**config.mk**
```make
export PLATFORM = sky130hd
export DESIGN_NAME = role_swap_regs
export DESIGN_NICKNAME = d
export VERILOG_FILES = /design/src/shared/frs_pkg.sv /design/src/verilog/input_edge_watch.sv /design/src/verilog/sink_delay_timer.sv /design/src/verilog/role_swap_regs.sv
export VERILOG_INCLUDE_DIRS = /design/src /design/src/shared
export SDC_FILE = /design/constraint.sdc
export NUM_CORES = 1
export LEC_CHECK = 0
export BUFFER_PORTS_ARGS = -buffer_cell sky130_fd_sc_hd__buf_2
export CAP_MARGIN = 30
export CORE_MARGIN = 10
export CORE_UTILIZATION = 57
export DETAILED_ROUTE_END_ITERATION = 7
export HOLD_SLACK_MARGIN = 0.06
export PLACE_DENSITY = 0.8
export SLEW_MARGIN = 20
export SYNTH_ARGS = -nofsm -noshare
export SYNTH_HDL_FRONTEND = slang
export SYNTH_SLANG_ARGS = --single-unit
```
**constraint.sdc**
```tcl
create_clock -name mclk_i -period 2.63 [get_ports mclk_i]
set_clock_uncertainty 0.2 [all_clocks]
set_input_delay 0.789 -clock mclk_i [delete_from_list [all_inputs] [get_ports mclk_i]]
set_output_delay 0.789 -clock mclk_i [all_outputs]
set_load 0.05 [all_outputs]
```
**src/shared/frs_params.svh**
```systemverilog
// Constants for the fast role swap and vendor alert register bank
`ifndef FRS_PARAMS_SVH
`define FRS_PARAMS_SVH

// Register addresses
`define ADDR_SRC_SWAP      8'hB1
`define ADDR_SNK_SWAP      8'hB2
`define ADDR_ALERT         8'hB3
`define ADDR_ALERT_MASK    8'hB4

// Reset values
`define RST_SRC_SWAP       8'h00
`define RST_SNK_SWAP       8'h00
`define RST_ALERT          7'h00
`define RST_ALERT_MASK     7'h7F

// Source and sink swap register fields
`define SRC_START_BIT      0
`define SRC_MANUAL_BIT     1
`define SRC_DLY_LSB        2
`define SRC_DLY_MSB        3
`define SNK_ARM_BIT        0

// Alert bit positions
`define AL_SWAP_RX         0
`define AL_SWAP_TX         1
`define AL_OVER_TEMP       2
`define AL_SUPPLY          3
`define AL_GPI1            4
`define AL_GPI2            5
`define AL_DISCHARGE       6
`define ALERT_W            7

// Delay codes and times
`define DLY_CODE_0         2'h0
`define DLY_CODE_150       2'h1
`define DLY_CODE_300       2'h2
`define DLY_150_US         150
`define DLY_300_US         300
`define DLY_600_US         600
`define MCLK_MHZ           250

`endif

```
**src/shared/frs_pkg.sv**
```systemverilog
// Types for the fast role swap register bank
package frs_pkg;

	// Swap sequencer states, one-hot
	typedef enum logic [2:0] {
		ST_IDLE   = 3'b001,
		ST_SIGNAL = 3'b010,
		ST_DELAY  = 3'b100
	} swap_state_e;

	typedef logic [1:0] delay_sel_t;

endpackage : frs_pkg

```
**src/verilog/input_edge_watch.sv**
```systemverilog
// Change and falling-edge detector for a group of synchronous inputs
`timescale 1ns/1ps
`default_nettype none

module input_edge_watch #(
	parameter int unsigned WIDTH = 3
) (
	input  wire logic             mclk_i,
	input  wire logic             reset_i,
	input  wire logic [WIDTH-1:0] level_i,
	output logic      [WIDTH-1:0] change_o,
	output logic      [WIDTH-1:0] fall_o
);

	logic [WIDTH-1:0] prev_ff;
	logic [WIDTH-1:0] nxt_prev;
	logic             seen_ff;
	logic             nxt_seen;

	if (WIDTH < 1) begin : g_bad_width
		$error("input_edge_watch needs at least one input");
	end

	////////////////////////////////////////////////////////////////////////
	// Next history; first sample only primes it
	always_comb
	begin
		nxt_prev = level_i;
		nxt_seen = 1'b1;
	end

	always_ff @(posedge mclk_i or posedge reset_i)
	begin
		if (reset_i)
		begin
			prev_ff <= '0;
			seen_ff <= 1'b0;
		end
		else
		begin
			prev_ff <= nxt_prev;
			seen_ff <= nxt_seen;
		end
	end

	////////////////////////////////////////////////////////////////////////
	// Per-bit edge decode
	for (genvar i = 0; i < WIDTH; i++) begin : g_bit
		assign change_o[i] = seen_ff & (level_i[i] ^ prev_ff[i]);
		assign fall_o[i]   = seen_ff & prev_ff[i] & ~level_i[i];
	end

endmodule : input_edge_watch

`default_nettype wire

```
**src/verilog/sink_delay_timer.sv**
```systemverilog
// Down-counter giving a one-cycle done pulse after a loaded count
`timescale 1ns/1ps
`default_nettype none

module sink_delay_timer #(
	parameter int unsigned CNT_W = 18
) (
	input  wire logic             mclk_i,
	input  wire logic             reset_i,
	input  wire logic             load_i,
	input  wire logic [CNT_W-1:0] count_i,
	output logic                  done_o
);

	logic [CNT_W-1:0] cnt_ff;
	logic [CNT_W-1:0] nxt_cnt;
	logic             done_ff;
	logic             nxt_done;

	if (CNT_W < 2) begin : g_bad_width
		$error("sink_delay_timer counter too narrow");
	end

	////////////////////////////////////////////////////////////////////////
	// Count down to one, then pulse done
	always_comb
	begin
		nxt_cnt  = cnt_ff;
		nxt_done = 1'b0;
		if (load_i)
			nxt_cnt = count_i;
		else if (cnt_ff == CNT_W'(1))
		begin
			nxt_cnt  = '0;
			nxt_done = 1'b1;
		end
		else if (cnt_ff != '0)
			nxt_cnt = cnt_ff - CNT_W'(1);
	end

	always_ff @(posedge mclk_i or posedge reset_i)
	begin
		if (reset_i)
		begin
			cnt_ff  <= '0;
			done_ff <= 1'b0;
		end
		else
		begin
			cnt_ff  <= nxt_cnt;
			done_ff <= nxt_done;
		end
	end

	assign done_o = done_ff;

endmodule : sink_delay_timer

`default_nettype wire

```
**src/verilog/role_swap_regs.sv**
```systemverilog
// Fast role swap control and vendor alert register bank
//
// Contract
// - Auto sink gate turns on after 0, 150, 300 or 600 us by code.
// - Zero delay timed from start bit; others from end of swap signalling.
// - Manual bit 0 means automatic sink gate; 1 leaves it to software.
// - Writing 1 to source bit 0 starts swap; 0 ignored; bit self-clears.
// - Writing 1 to sink bit 0 arms detection; cleared when swap detected.
// - Alert bits clear only on write of 1; writing 0 keeps them.
// - Alert bit 6 set on successful bus discharge.
// - Alert bit 5 on input two change, bit 4 on input one change.
// - Alert bit 3 on any supply detection change.
// - Alert bit 2 on over-temperature condition.
// - Alert bit 1 when swap signal sent due to input two going low.
// - Alert bit 0 when swap request received from partner.
// - Mask bit 1 unmasks its alert; mask resets to 0x7F.
// - Pin two swap mode, output off: falling input starts a swap.
`timescale 1ns/1ps
`default_nettype none
`include "frs_params.svh"

module role_swap_regs #(
	parameter int unsigned CYC_150 = `DLY_150_US * `MCLK_MHZ,
	parameter int unsigned CYC_300 = `DLY_300_US * `MCLK_MHZ,
	parameter int unsigned CYC_600 = `DLY_600_US * `MCLK_MHZ
) (
	input  wire logic       mclk_i,
	input  wire logic       reset_i,
	input  wire logic [7:0] reg_addr_i,
	input  wire logic [7:0] reg_wdata_i,
	input  wire logic       reg_wr_i,
	input  wire logic       reg_rd_i,
	input  wire logic       discharge_done_i,
	input  wire logic       input_one_i,
	input  wire logic       input_two_i,
	input  wire logic       supply_detect_i,
	input  wire logic       over_temp_i,
	input  wire logic       swap_signal_done_i,
	input  wire logic       swap_request_rx_i,
	input  wire logic       pin_two_swap_function_i,
	input  wire logic       pin_two_output_enable_i,
	input  wire logic       sink_gate_release_i,
	output logic [7:0]      reg_rdata_o,
	output logic            reg_rvalid_o,
	output logic            swap_tx_start_o,
	output logic            sink_gate_en_o,
	output logic            int_req_n_o
);

	localparam int unsigned CNT_W = $clog2(CYC_600 + 1);

	if (CYC_150 < 1 || CYC_300 < CYC_150 || CYC_600 < CYC_300)
	begin : g_bad_delay
		$error("role_swap_regs delay counts must be ascending and nonzero");
	end

	// Address compare, shared by read and write decode
	function automatic logic addr_hit(input logic [7:0] a,
		input logic [7:0] t);
		addr_hit = (a == t);
	endfunction : addr_hit

	// Delay code to cycle count
	function automatic logic [CNT_W-1:0] delay_cycles(
		input frs_pkg::delay_sel_t s);
		case (s)
			`DLY_CODE_150: delay_cycles = CNT_W'(CYC_150);
			`DLY_CODE_300: delay_cycles = CNT_W'(CYC_300);
			default:       delay_cycles = CNT_W'(CYC_600);
		endcase
	endfunction : delay_cycles

	////////////////////////////////////////////////////////////////////////
	// Register state
	frs_pkg::swap_state_e     state_ff, nxt_state;
	frs_pkg::delay_sel_t      sink_gate_delay_sel_ff, nxt_delay_sel;
	logic                     sink_gate_by_software_ff, nxt_manual;
	logic                     role_swap_start_ff, nxt_start;
	logic                     role_swap_detect_arm_ff, nxt_arm;
	logic                     cause_pin_ff, nxt_cause_pin;
	logic [`ALERT_W-1:0]      alert_ff, nxt_alert;
	logic [`ALERT_W-1:0]      mask_ff, nxt_mask;
	logic                     sink_gate_ff, nxt_sink_gate;
	logic                     tx_start_ff, nxt_tx_start;
	logic                     int_n_ff, nxt_int_n;
	logic [7:0]               rdata_ff, nxt_rdata;
	logic                     rvalid_ff, nxt_rvalid;
	logic                     timer_load;
	logic [CNT_W-1:0]         timer_count;
	logic                     timer_done;
	logic [3:0]               in_change;
	logic [3:0]               in_fall;
	logic                     wr_src, wr_snk, wr_alert, wr_mask;
	logic                     sw_start, pin_start, start_go;
	logic [`ALERT_W-1:0]      alert_set;

	////////////////////////////////////////////////////////////////////////
	// Input edge detection: one, two, supply, over-temperature
	input_edge_watch #(
		.WIDTH (4)
	) u_edges (
		.mclk_i   (mclk_i),
		.reset_i  (reset_i),
		.level_i  ({over_temp_i, supply_detect_i, input_two_i,
			input_one_i}),
		.change_o (in_change),
		.fall_o   (in_fall)
	);

	sink_delay_timer #(
		.CNT_W (CNT_W)
	) u_timer (
		.mclk_i  (mclk_i),
		.reset_i (reset_i),
		.load_i  (timer_load),
		.count_i (timer_count),
		.done_o  (timer_done)
	);

	////////////////////////////////////////////////////////////////////////
	// Write decode and swap start sources
	assign wr_src   = reg_wr_i & addr_hit(reg_addr_i, `ADDR_SRC_SWAP);
	assign wr_snk   = reg_wr_i & addr_hit(reg_addr_i, `ADDR_SNK_SWAP);
	assign wr_alert = reg_wr_i & addr_hit(reg_addr_i, `ADDR_ALERT);
	assign wr_mask  = reg_wr_i & addr_hit(reg_addr_i, `ADDR_ALERT_MASK);
	assign sw_start = wr_src & reg_wdata_i[`SRC_START_BIT];
	assign pin_start = pin_two_swap_function_i & ~pin_two_output_enable_i
		& in_fall[1];
	assign start_go = (state_ff == frs_pkg::ST_IDLE)
		& (sw_start | pin_start);

	////////////////////////////////////////////////////////////////////////
	// Swap sequencer and control register next values
	always_comb
	begin
		nxt_state     = state_ff;
		nxt_delay_sel = sink_gate_delay_sel_ff;
		nxt_manual    = sink_gate_by_software_ff;
		nxt_start     = role_swap_start_ff;
		nxt_arm       = role_swap_detect_arm_ff;
		nxt_cause_pin = cause_pin_ff;
		nxt_sink_gate = sink_gate_ff & ~sink_gate_release_i;
		nxt_tx_start  = 1'b0;
		timer_load    = 1'b0;
		timer_count   = delay_cycles(sink_gate_delay_sel_ff);
		if (wr_src)
		begin
			nxt_delay_sel = reg_wdata_i[`SRC_DLY_MSB:`SRC_DLY_LSB];
			nxt_manual    = reg_wdata_i[`SRC_MANUAL_BIT];
		end
		case (state_ff)
			frs_pkg::ST_IDLE:
			begin
				if (start_go)
				begin
					nxt_state     = frs_pkg::ST_SIGNAL;
					nxt_start     = 1'b1;
					nxt_cause_pin = ~sw_start;
					nxt_tx_start  = 1'b1;
					if (!sink_gate_by_software_ff && sink_gate_delay_sel_ff
						== `DLY_CODE_0)
						nxt_sink_gate = 1'b1;
				end
			end
			frs_pkg::ST_SIGNAL:
			begin
				if (swap_signal_done_i)
				begin
					nxt_start = 1'b0;
					if (!sink_gate_by_software_ff && sink_gate_delay_sel_ff
						!= `DLY_CODE_0)
					begin
						nxt_state  = frs_pkg::ST_DELAY;
						timer_load = 1'b1;
					end
					else
						nxt_state = frs_pkg::ST_IDLE;
				end
			end
			frs_pkg::ST_DELAY:
			begin
				if (timer_done)
				begin
					nxt_sink_gate = 1'b1;
					nxt_state     = frs_pkg::ST_IDLE;
				end
			end
			default:
				nxt_state = frs_pkg::ST_IDLE;
		endcase
		// Detect arm: detection wins over a same-cycle write
		if (wr_snk && reg_wdata_i[`SNK_ARM_BIT])
			nxt_arm = 1'b1;
		if (role_swap_detect_arm_ff && swap_request_rx_i)
			nxt_arm = 1'b0;
	end

	////////////////////////////////////////////////////////////////////////
	// Alert events, write-one-to-clear with set priority
	always_comb
	begin
		alert_set = '0;
		alert_set[`AL_DISCHARGE] = discharge_done_i;
		alert_set[`AL_GPI2]      = in_change[1];
		alert_set[`AL_GPI1]      = in_change[0];
		alert_set[`AL_SUPPLY]    = in_change[2];
		alert_set[`AL_OVER_TEMP] = in_change[3] & over_temp_i;
		alert_set[`AL_SWAP_TX]   = (state_ff == frs_pkg::ST_SIGNAL)
			& swap_signal_done_i & cause_pin_ff;
		alert_set[`AL_SWAP_RX]   = role_swap_detect_arm_ff
			& swap_request_rx_i;
		nxt_alert = alert_ff;
		if (wr_alert)
			nxt_alert = alert_ff & ~reg_wdata_i[`ALERT_W-1:0];
		nxt_alert = nxt_alert | alert_set;
		nxt_mask  = wr_mask ? reg_wdata_i[`ALERT_W-1:0] : mask_ff;
		nxt_int_n = ~|(nxt_alert & nxt_mask);
	end

	////////////////////////////////////////////////////////////////////////
	// Read data, reserved bits zero
	always_comb
	begin
		nxt_rvalid = reg_rd_i;
		nxt_rdata  = 8'h00;
		if (reg_rd_i)
		begin
			if (addr_hit(reg_addr_i, `ADDR_SRC_SWAP))
				nxt_rdata = {4'h0, sink_gate_delay_sel_ff,
					sink_gate_by_software_ff, role_swap_start_ff};
			else if (addr_hit(reg_addr_i, `ADDR_SNK_SWAP))
				nxt_rdata = {7'h00, role_swap_detect_arm_ff};
			else if (addr_hit(reg_addr_i, `ADDR_ALERT))
				nxt_rdata = {1'b0, alert_ff};
			else if (addr_hit(reg_addr_i, `ADDR_ALERT_MASK))
				nxt_rdata = {1'b0, mask_ff};
		end
	end

	////////////////////////////////////////////////////////////////////////
	// State registers
	always_ff @(posedge mclk_i or posedge reset_i)
	begin
		if (reset_i)
		begin
			state_ff                 <= frs_pkg::ST_IDLE;
			sink_gate_delay_sel_ff   <= frs_pkg::delay_sel_t'(
				`RST_SRC_SWAP >> `SRC_DLY_LSB);
			sink_gate_by_software_ff <= 1'b0;
			role_swap_start_ff       <= 1'b0;
			role_swap_detect_arm_ff  <= 1'b0;
			cause_pin_ff             <= 1'b0;
			alert_ff                 <= `RST_ALERT;
			mask_ff                  <= `RST_ALERT_MASK;
			sink_gate_ff             <= 1'b0;
			tx_start_ff              <= 1'b0;
			int_n_ff                 <= 1'b1;
			rdata_ff                 <= 8'h00;
			rvalid_ff                <= 1'b0;
		end
		else
		begin
			state_ff                 <= nxt_state;
			sink_gate_delay_sel_ff   <= nxt_delay_sel;
			sink_gate_by_software_ff <= nxt_manual;
			role_swap_start_ff       <= nxt_start;
			role_swap_detect_arm_ff  <= nxt_arm;
			cause_pin_ff             <= nxt_cause_pin;
			alert_ff                 <= nxt_alert;
			mask_ff                  <= nxt_mask;
			sink_gate_ff             <= nxt_sink_gate;
			tx_start_ff              <= nxt_tx_start;
			int_n_ff                 <= nxt_int_n;
			rdata_ff                 <= nxt_rdata;
			rvalid_ff                <= nxt_rvalid;
		end
	end

	assign reg_rdata_o     = rdata_ff;
	assign reg_rvalid_o    = rvalid_ff;
	assign swap_tx_start_o = tx_start_ff;
	assign sink_gate_en_o  = sink_gate_ff;
	assign int_req_n_o     = int_n_ff;
endmodule : role_swap_regs

`default_nettype wire

```
==> flow_metrics.tcl <==
set metrics [dict create \
    status "completed" \
    hold_ws_ns 0.294 \
    ant_nets 0 \
    layout.nets 364 \
    port_buffers 39 \
    met1_usage_pct 22.6 \
    timing.fmax_mhz 432 \
    vias 2316 \
    synthFlopType "dfrtp_1" \
    finalHoldViolations 0 \
    ys.warnings.count 0 \
    setup_viol 0 \
    grt_max_degree 36 \
    synth_cells 274 \
    place_congestion 0.860 \
    p_sw_mw 0.583 \
    clockBufferDepth 2 \
    synth_edf_count 0 \
    synth_nets 310 \
    core-area_mm2 0.00482 \
    combPwrFrac_pct 12.3 \
    cp-start-kind "primary input" \
    dp.cells 384 \
    rsz0062_at_grt "no" \
    post-route-drc-count 0 \
    arrival_ns 2.39 \
    finalCriticalPeriod_ns 2.31 \
    rrSetupSlack_ns 0.40 \
    initial_core_util_pct 59.6 \
    min_path_type "primary input to async pin" \
    leakage_nw 1.56 \
    cts_root_buffer "clkbuf_8" \
    grtUsageTotal_pct 17.3 \
    grt_overflow_total 0 \
    finalPower_mw 2.31 \
    synthTopCellsByCount "49 x dfrtp_1, 26 x nand2_1, 19 x nor2_1, 15 x o21ai_0, 14 x inv_1" \
    setup_slack_ns 0.317 \
    fin_cells 400 \
    cts_buffers 9 \
    cts_sinks 58 \
    vias_per_cell 5.79 \
    post_cts_buffers 0 \
    p_int_mw 1.73 \
    dp_slack_ns -0.0342 \
    synth-seq-cells 58 \
    cts_resized 0 \
    drive_gt1_share_pct 25.5 \
    synth.area.top_cells "dfrtp_1 43%, dfstp_2 8.2%, nand2_1 3.4%, xnor2_1 3.4%, ha_1 2.6%" \
    syn_to_final_growth_pct 20.1 \
    fillers 376 \
    switching_share_pct 25.2 \
    io_pins 42 \
    power_frac_clock_pct 43.7 \
    peakVddDrop_uv 368 \
    drtIter0Drc 281 \
    drtPass1Iterations 4 \
    rows 25 \
    cts_hold_buf 0 \
    async_reset_ff_share_pct 100 \
    power_frac_seq_pct 44.0 \
    final_area_mm2 0.00345 \
    finalSetupTns_ns 0 \
    power_density_mw_per_mm2 670 \
    final-max-slew-violation-count 0 \
    fin_crit_sh_pct 88.0 \
    relSlewSlack_pct 62.3 \
    cts_tree "done" \
    h-tree-depth 3 \
    crit_required_ns 2.71 \
    dpl.hpwl_um 4860 \
    worst_pin_slew_ns 0.560 \
    critPathMaxFanout 7 \
    maxCapViolCount 0 \
    post_dp_cell_area_mm2 0.00321 \
    synth_area_leader_cell "dfrtp_1" \
    busiest_layer "met2" \
    worstRegToRegCells 5 \
    path_clk_slew_ns 0.07 \
    antenna_found_initial 0 \
    diodes 0 \
    ys_seq_area_share_pct 50.9 \
    crit_type "primary input to register" \
    r2r_end "u_timer.cnt_ff[14]" \
    synth.cell_area_mm2 0.00287 \
    routed_wl_um 6820 \
    post-route-util_pct 71.6 \
    globalRouteMet3Util_pct 4.28 \
    ys_types 54 \
    grt_pass1_vias 2436 \
    synth_most_common_cell "dfrtp_1" \
    wire_per_inst_um 17.1 \
    cp-end-kind "register" \
    fp.dieH_um 91.0 \
    grt_pass1_wl_um 11700 \
    die-area_mm2 0.00828 \
    insertion_delay_ns 0.34 \
    syn_avg_cell_area_um2 10.5 \
    met2_usage_pct 26.7 \
    r2r-start "u_timer.cnt_ff[7]" \
    die_w_um 91.0 \
    yosys.area.top_type_share_pct 42.7 \
]
## worst max-delay path by stage
stage / slack [ns] / cells after the start / end / start
6_report: 0.32 / 7 / int_req_n_o / reg_addr_i[6]
5_1_grt: 0.20 / 5 / u_timer.cnt_ff[2] / u_timer.cnt_ff[7]
4_1_cts: 0.33 / 7 / int_req_n_o / reg_addr_i[6]
3_5_place_dp: -0.03 / 7 / int_req_n_o / reg_addr_i[6]
3_3_place_gp: 0.02 / 7 / int_req_n_o / reg_addr_i[6]
2_1_floorplan: 0.1 / 6 / int_req_n_o / reg_addr_i[1]
## power by group through the flow
stage / clock [mW] / combinational, mW / sequential, mW
after floorplan: 0 / 0.194 / 1.03
after global placement: 0 / 0.272 / 1.03
after detailed placement: 0 / 0.282 / 1.03
after CTS: 1.02 / 0.284 / 1.02
after global routing: 1.08 / 0.317 / 1.03
final: 1.01 / 0.284 / 1.02
## area by class of cell
cell class	count	area (um2)	area share [%]
Inverter	14	52.6	1.52
Timing Repair Buffer	48	275	7.98
Clock inverter	4	98.8	2.87
Multi-Input combinational cell	197	1330	38.6
Sequential cell	58	1460	42.4
Clock buffer	12	145	4.21
Tap cell	67	83.8	2.43
## layout by cell type (no fill, tap or decap), types with 7 or more instances in the layout
cell,instances
nor2_1,19
dfrtp_1,49
nor2b_1,7
inv_1,13
dfstp_2,9
buf_4,8
nand2_1,26
xnor2_1,11
clkbuf_8,10
nor4_1,7
a22oi_1,8
buf_2,39
a21oi_1,13
o21ai_0,15
## sequential cells by signal, indices dropped and copies added, names as in the netlist
signal	count
u_edges.prev_ff	4
mask_ff	7
role_swap_start_ff	1
sink_gate_delay_sel_ff	2
state_ff	3
u_edges.seen_ff	1
reg_rdata_o	7
sink_gate_en_o	1
u_timer.cnt_ff	18
sink_gate_by_software_ff	1
cause_pin_ff	1
alert_ff	7
reg_rvalid_o	1
int_req_n_o	1
u_timer.done_o	1
role_swap_detect_arm_ff	1
swap_tx_start_o	1
## kinds of logic after synthesis
family	synth area share [%]
AND/OR/NAND/NOR	21.2
AO/OA/AOI/OAI	13.9
flip-flops	50.9
buffers and inverters	2.74
XOR/XNOR	4.57
multiplexers	3.83
adder cells (fa/ha/maj)	2.61
other	0.261
## metal layers
metal / vias to the layer above / routed length, um
met5: - / 0
met4: 0 / 79
met3: 12 / 376
met2: 64 / 3230
met1: 1143 / 3140
li1: 1097 / -
## critical path, stage by stage
cell,delay [ns]
buf_2,0.09
nand4b_2,0.22
and4bb_1,0.29
buf_4,0.17
mux2_1,0.37
a22o_1,0.23
and4b_1,0.23
No activity file was read; power rests on OpenSTA's default activity.
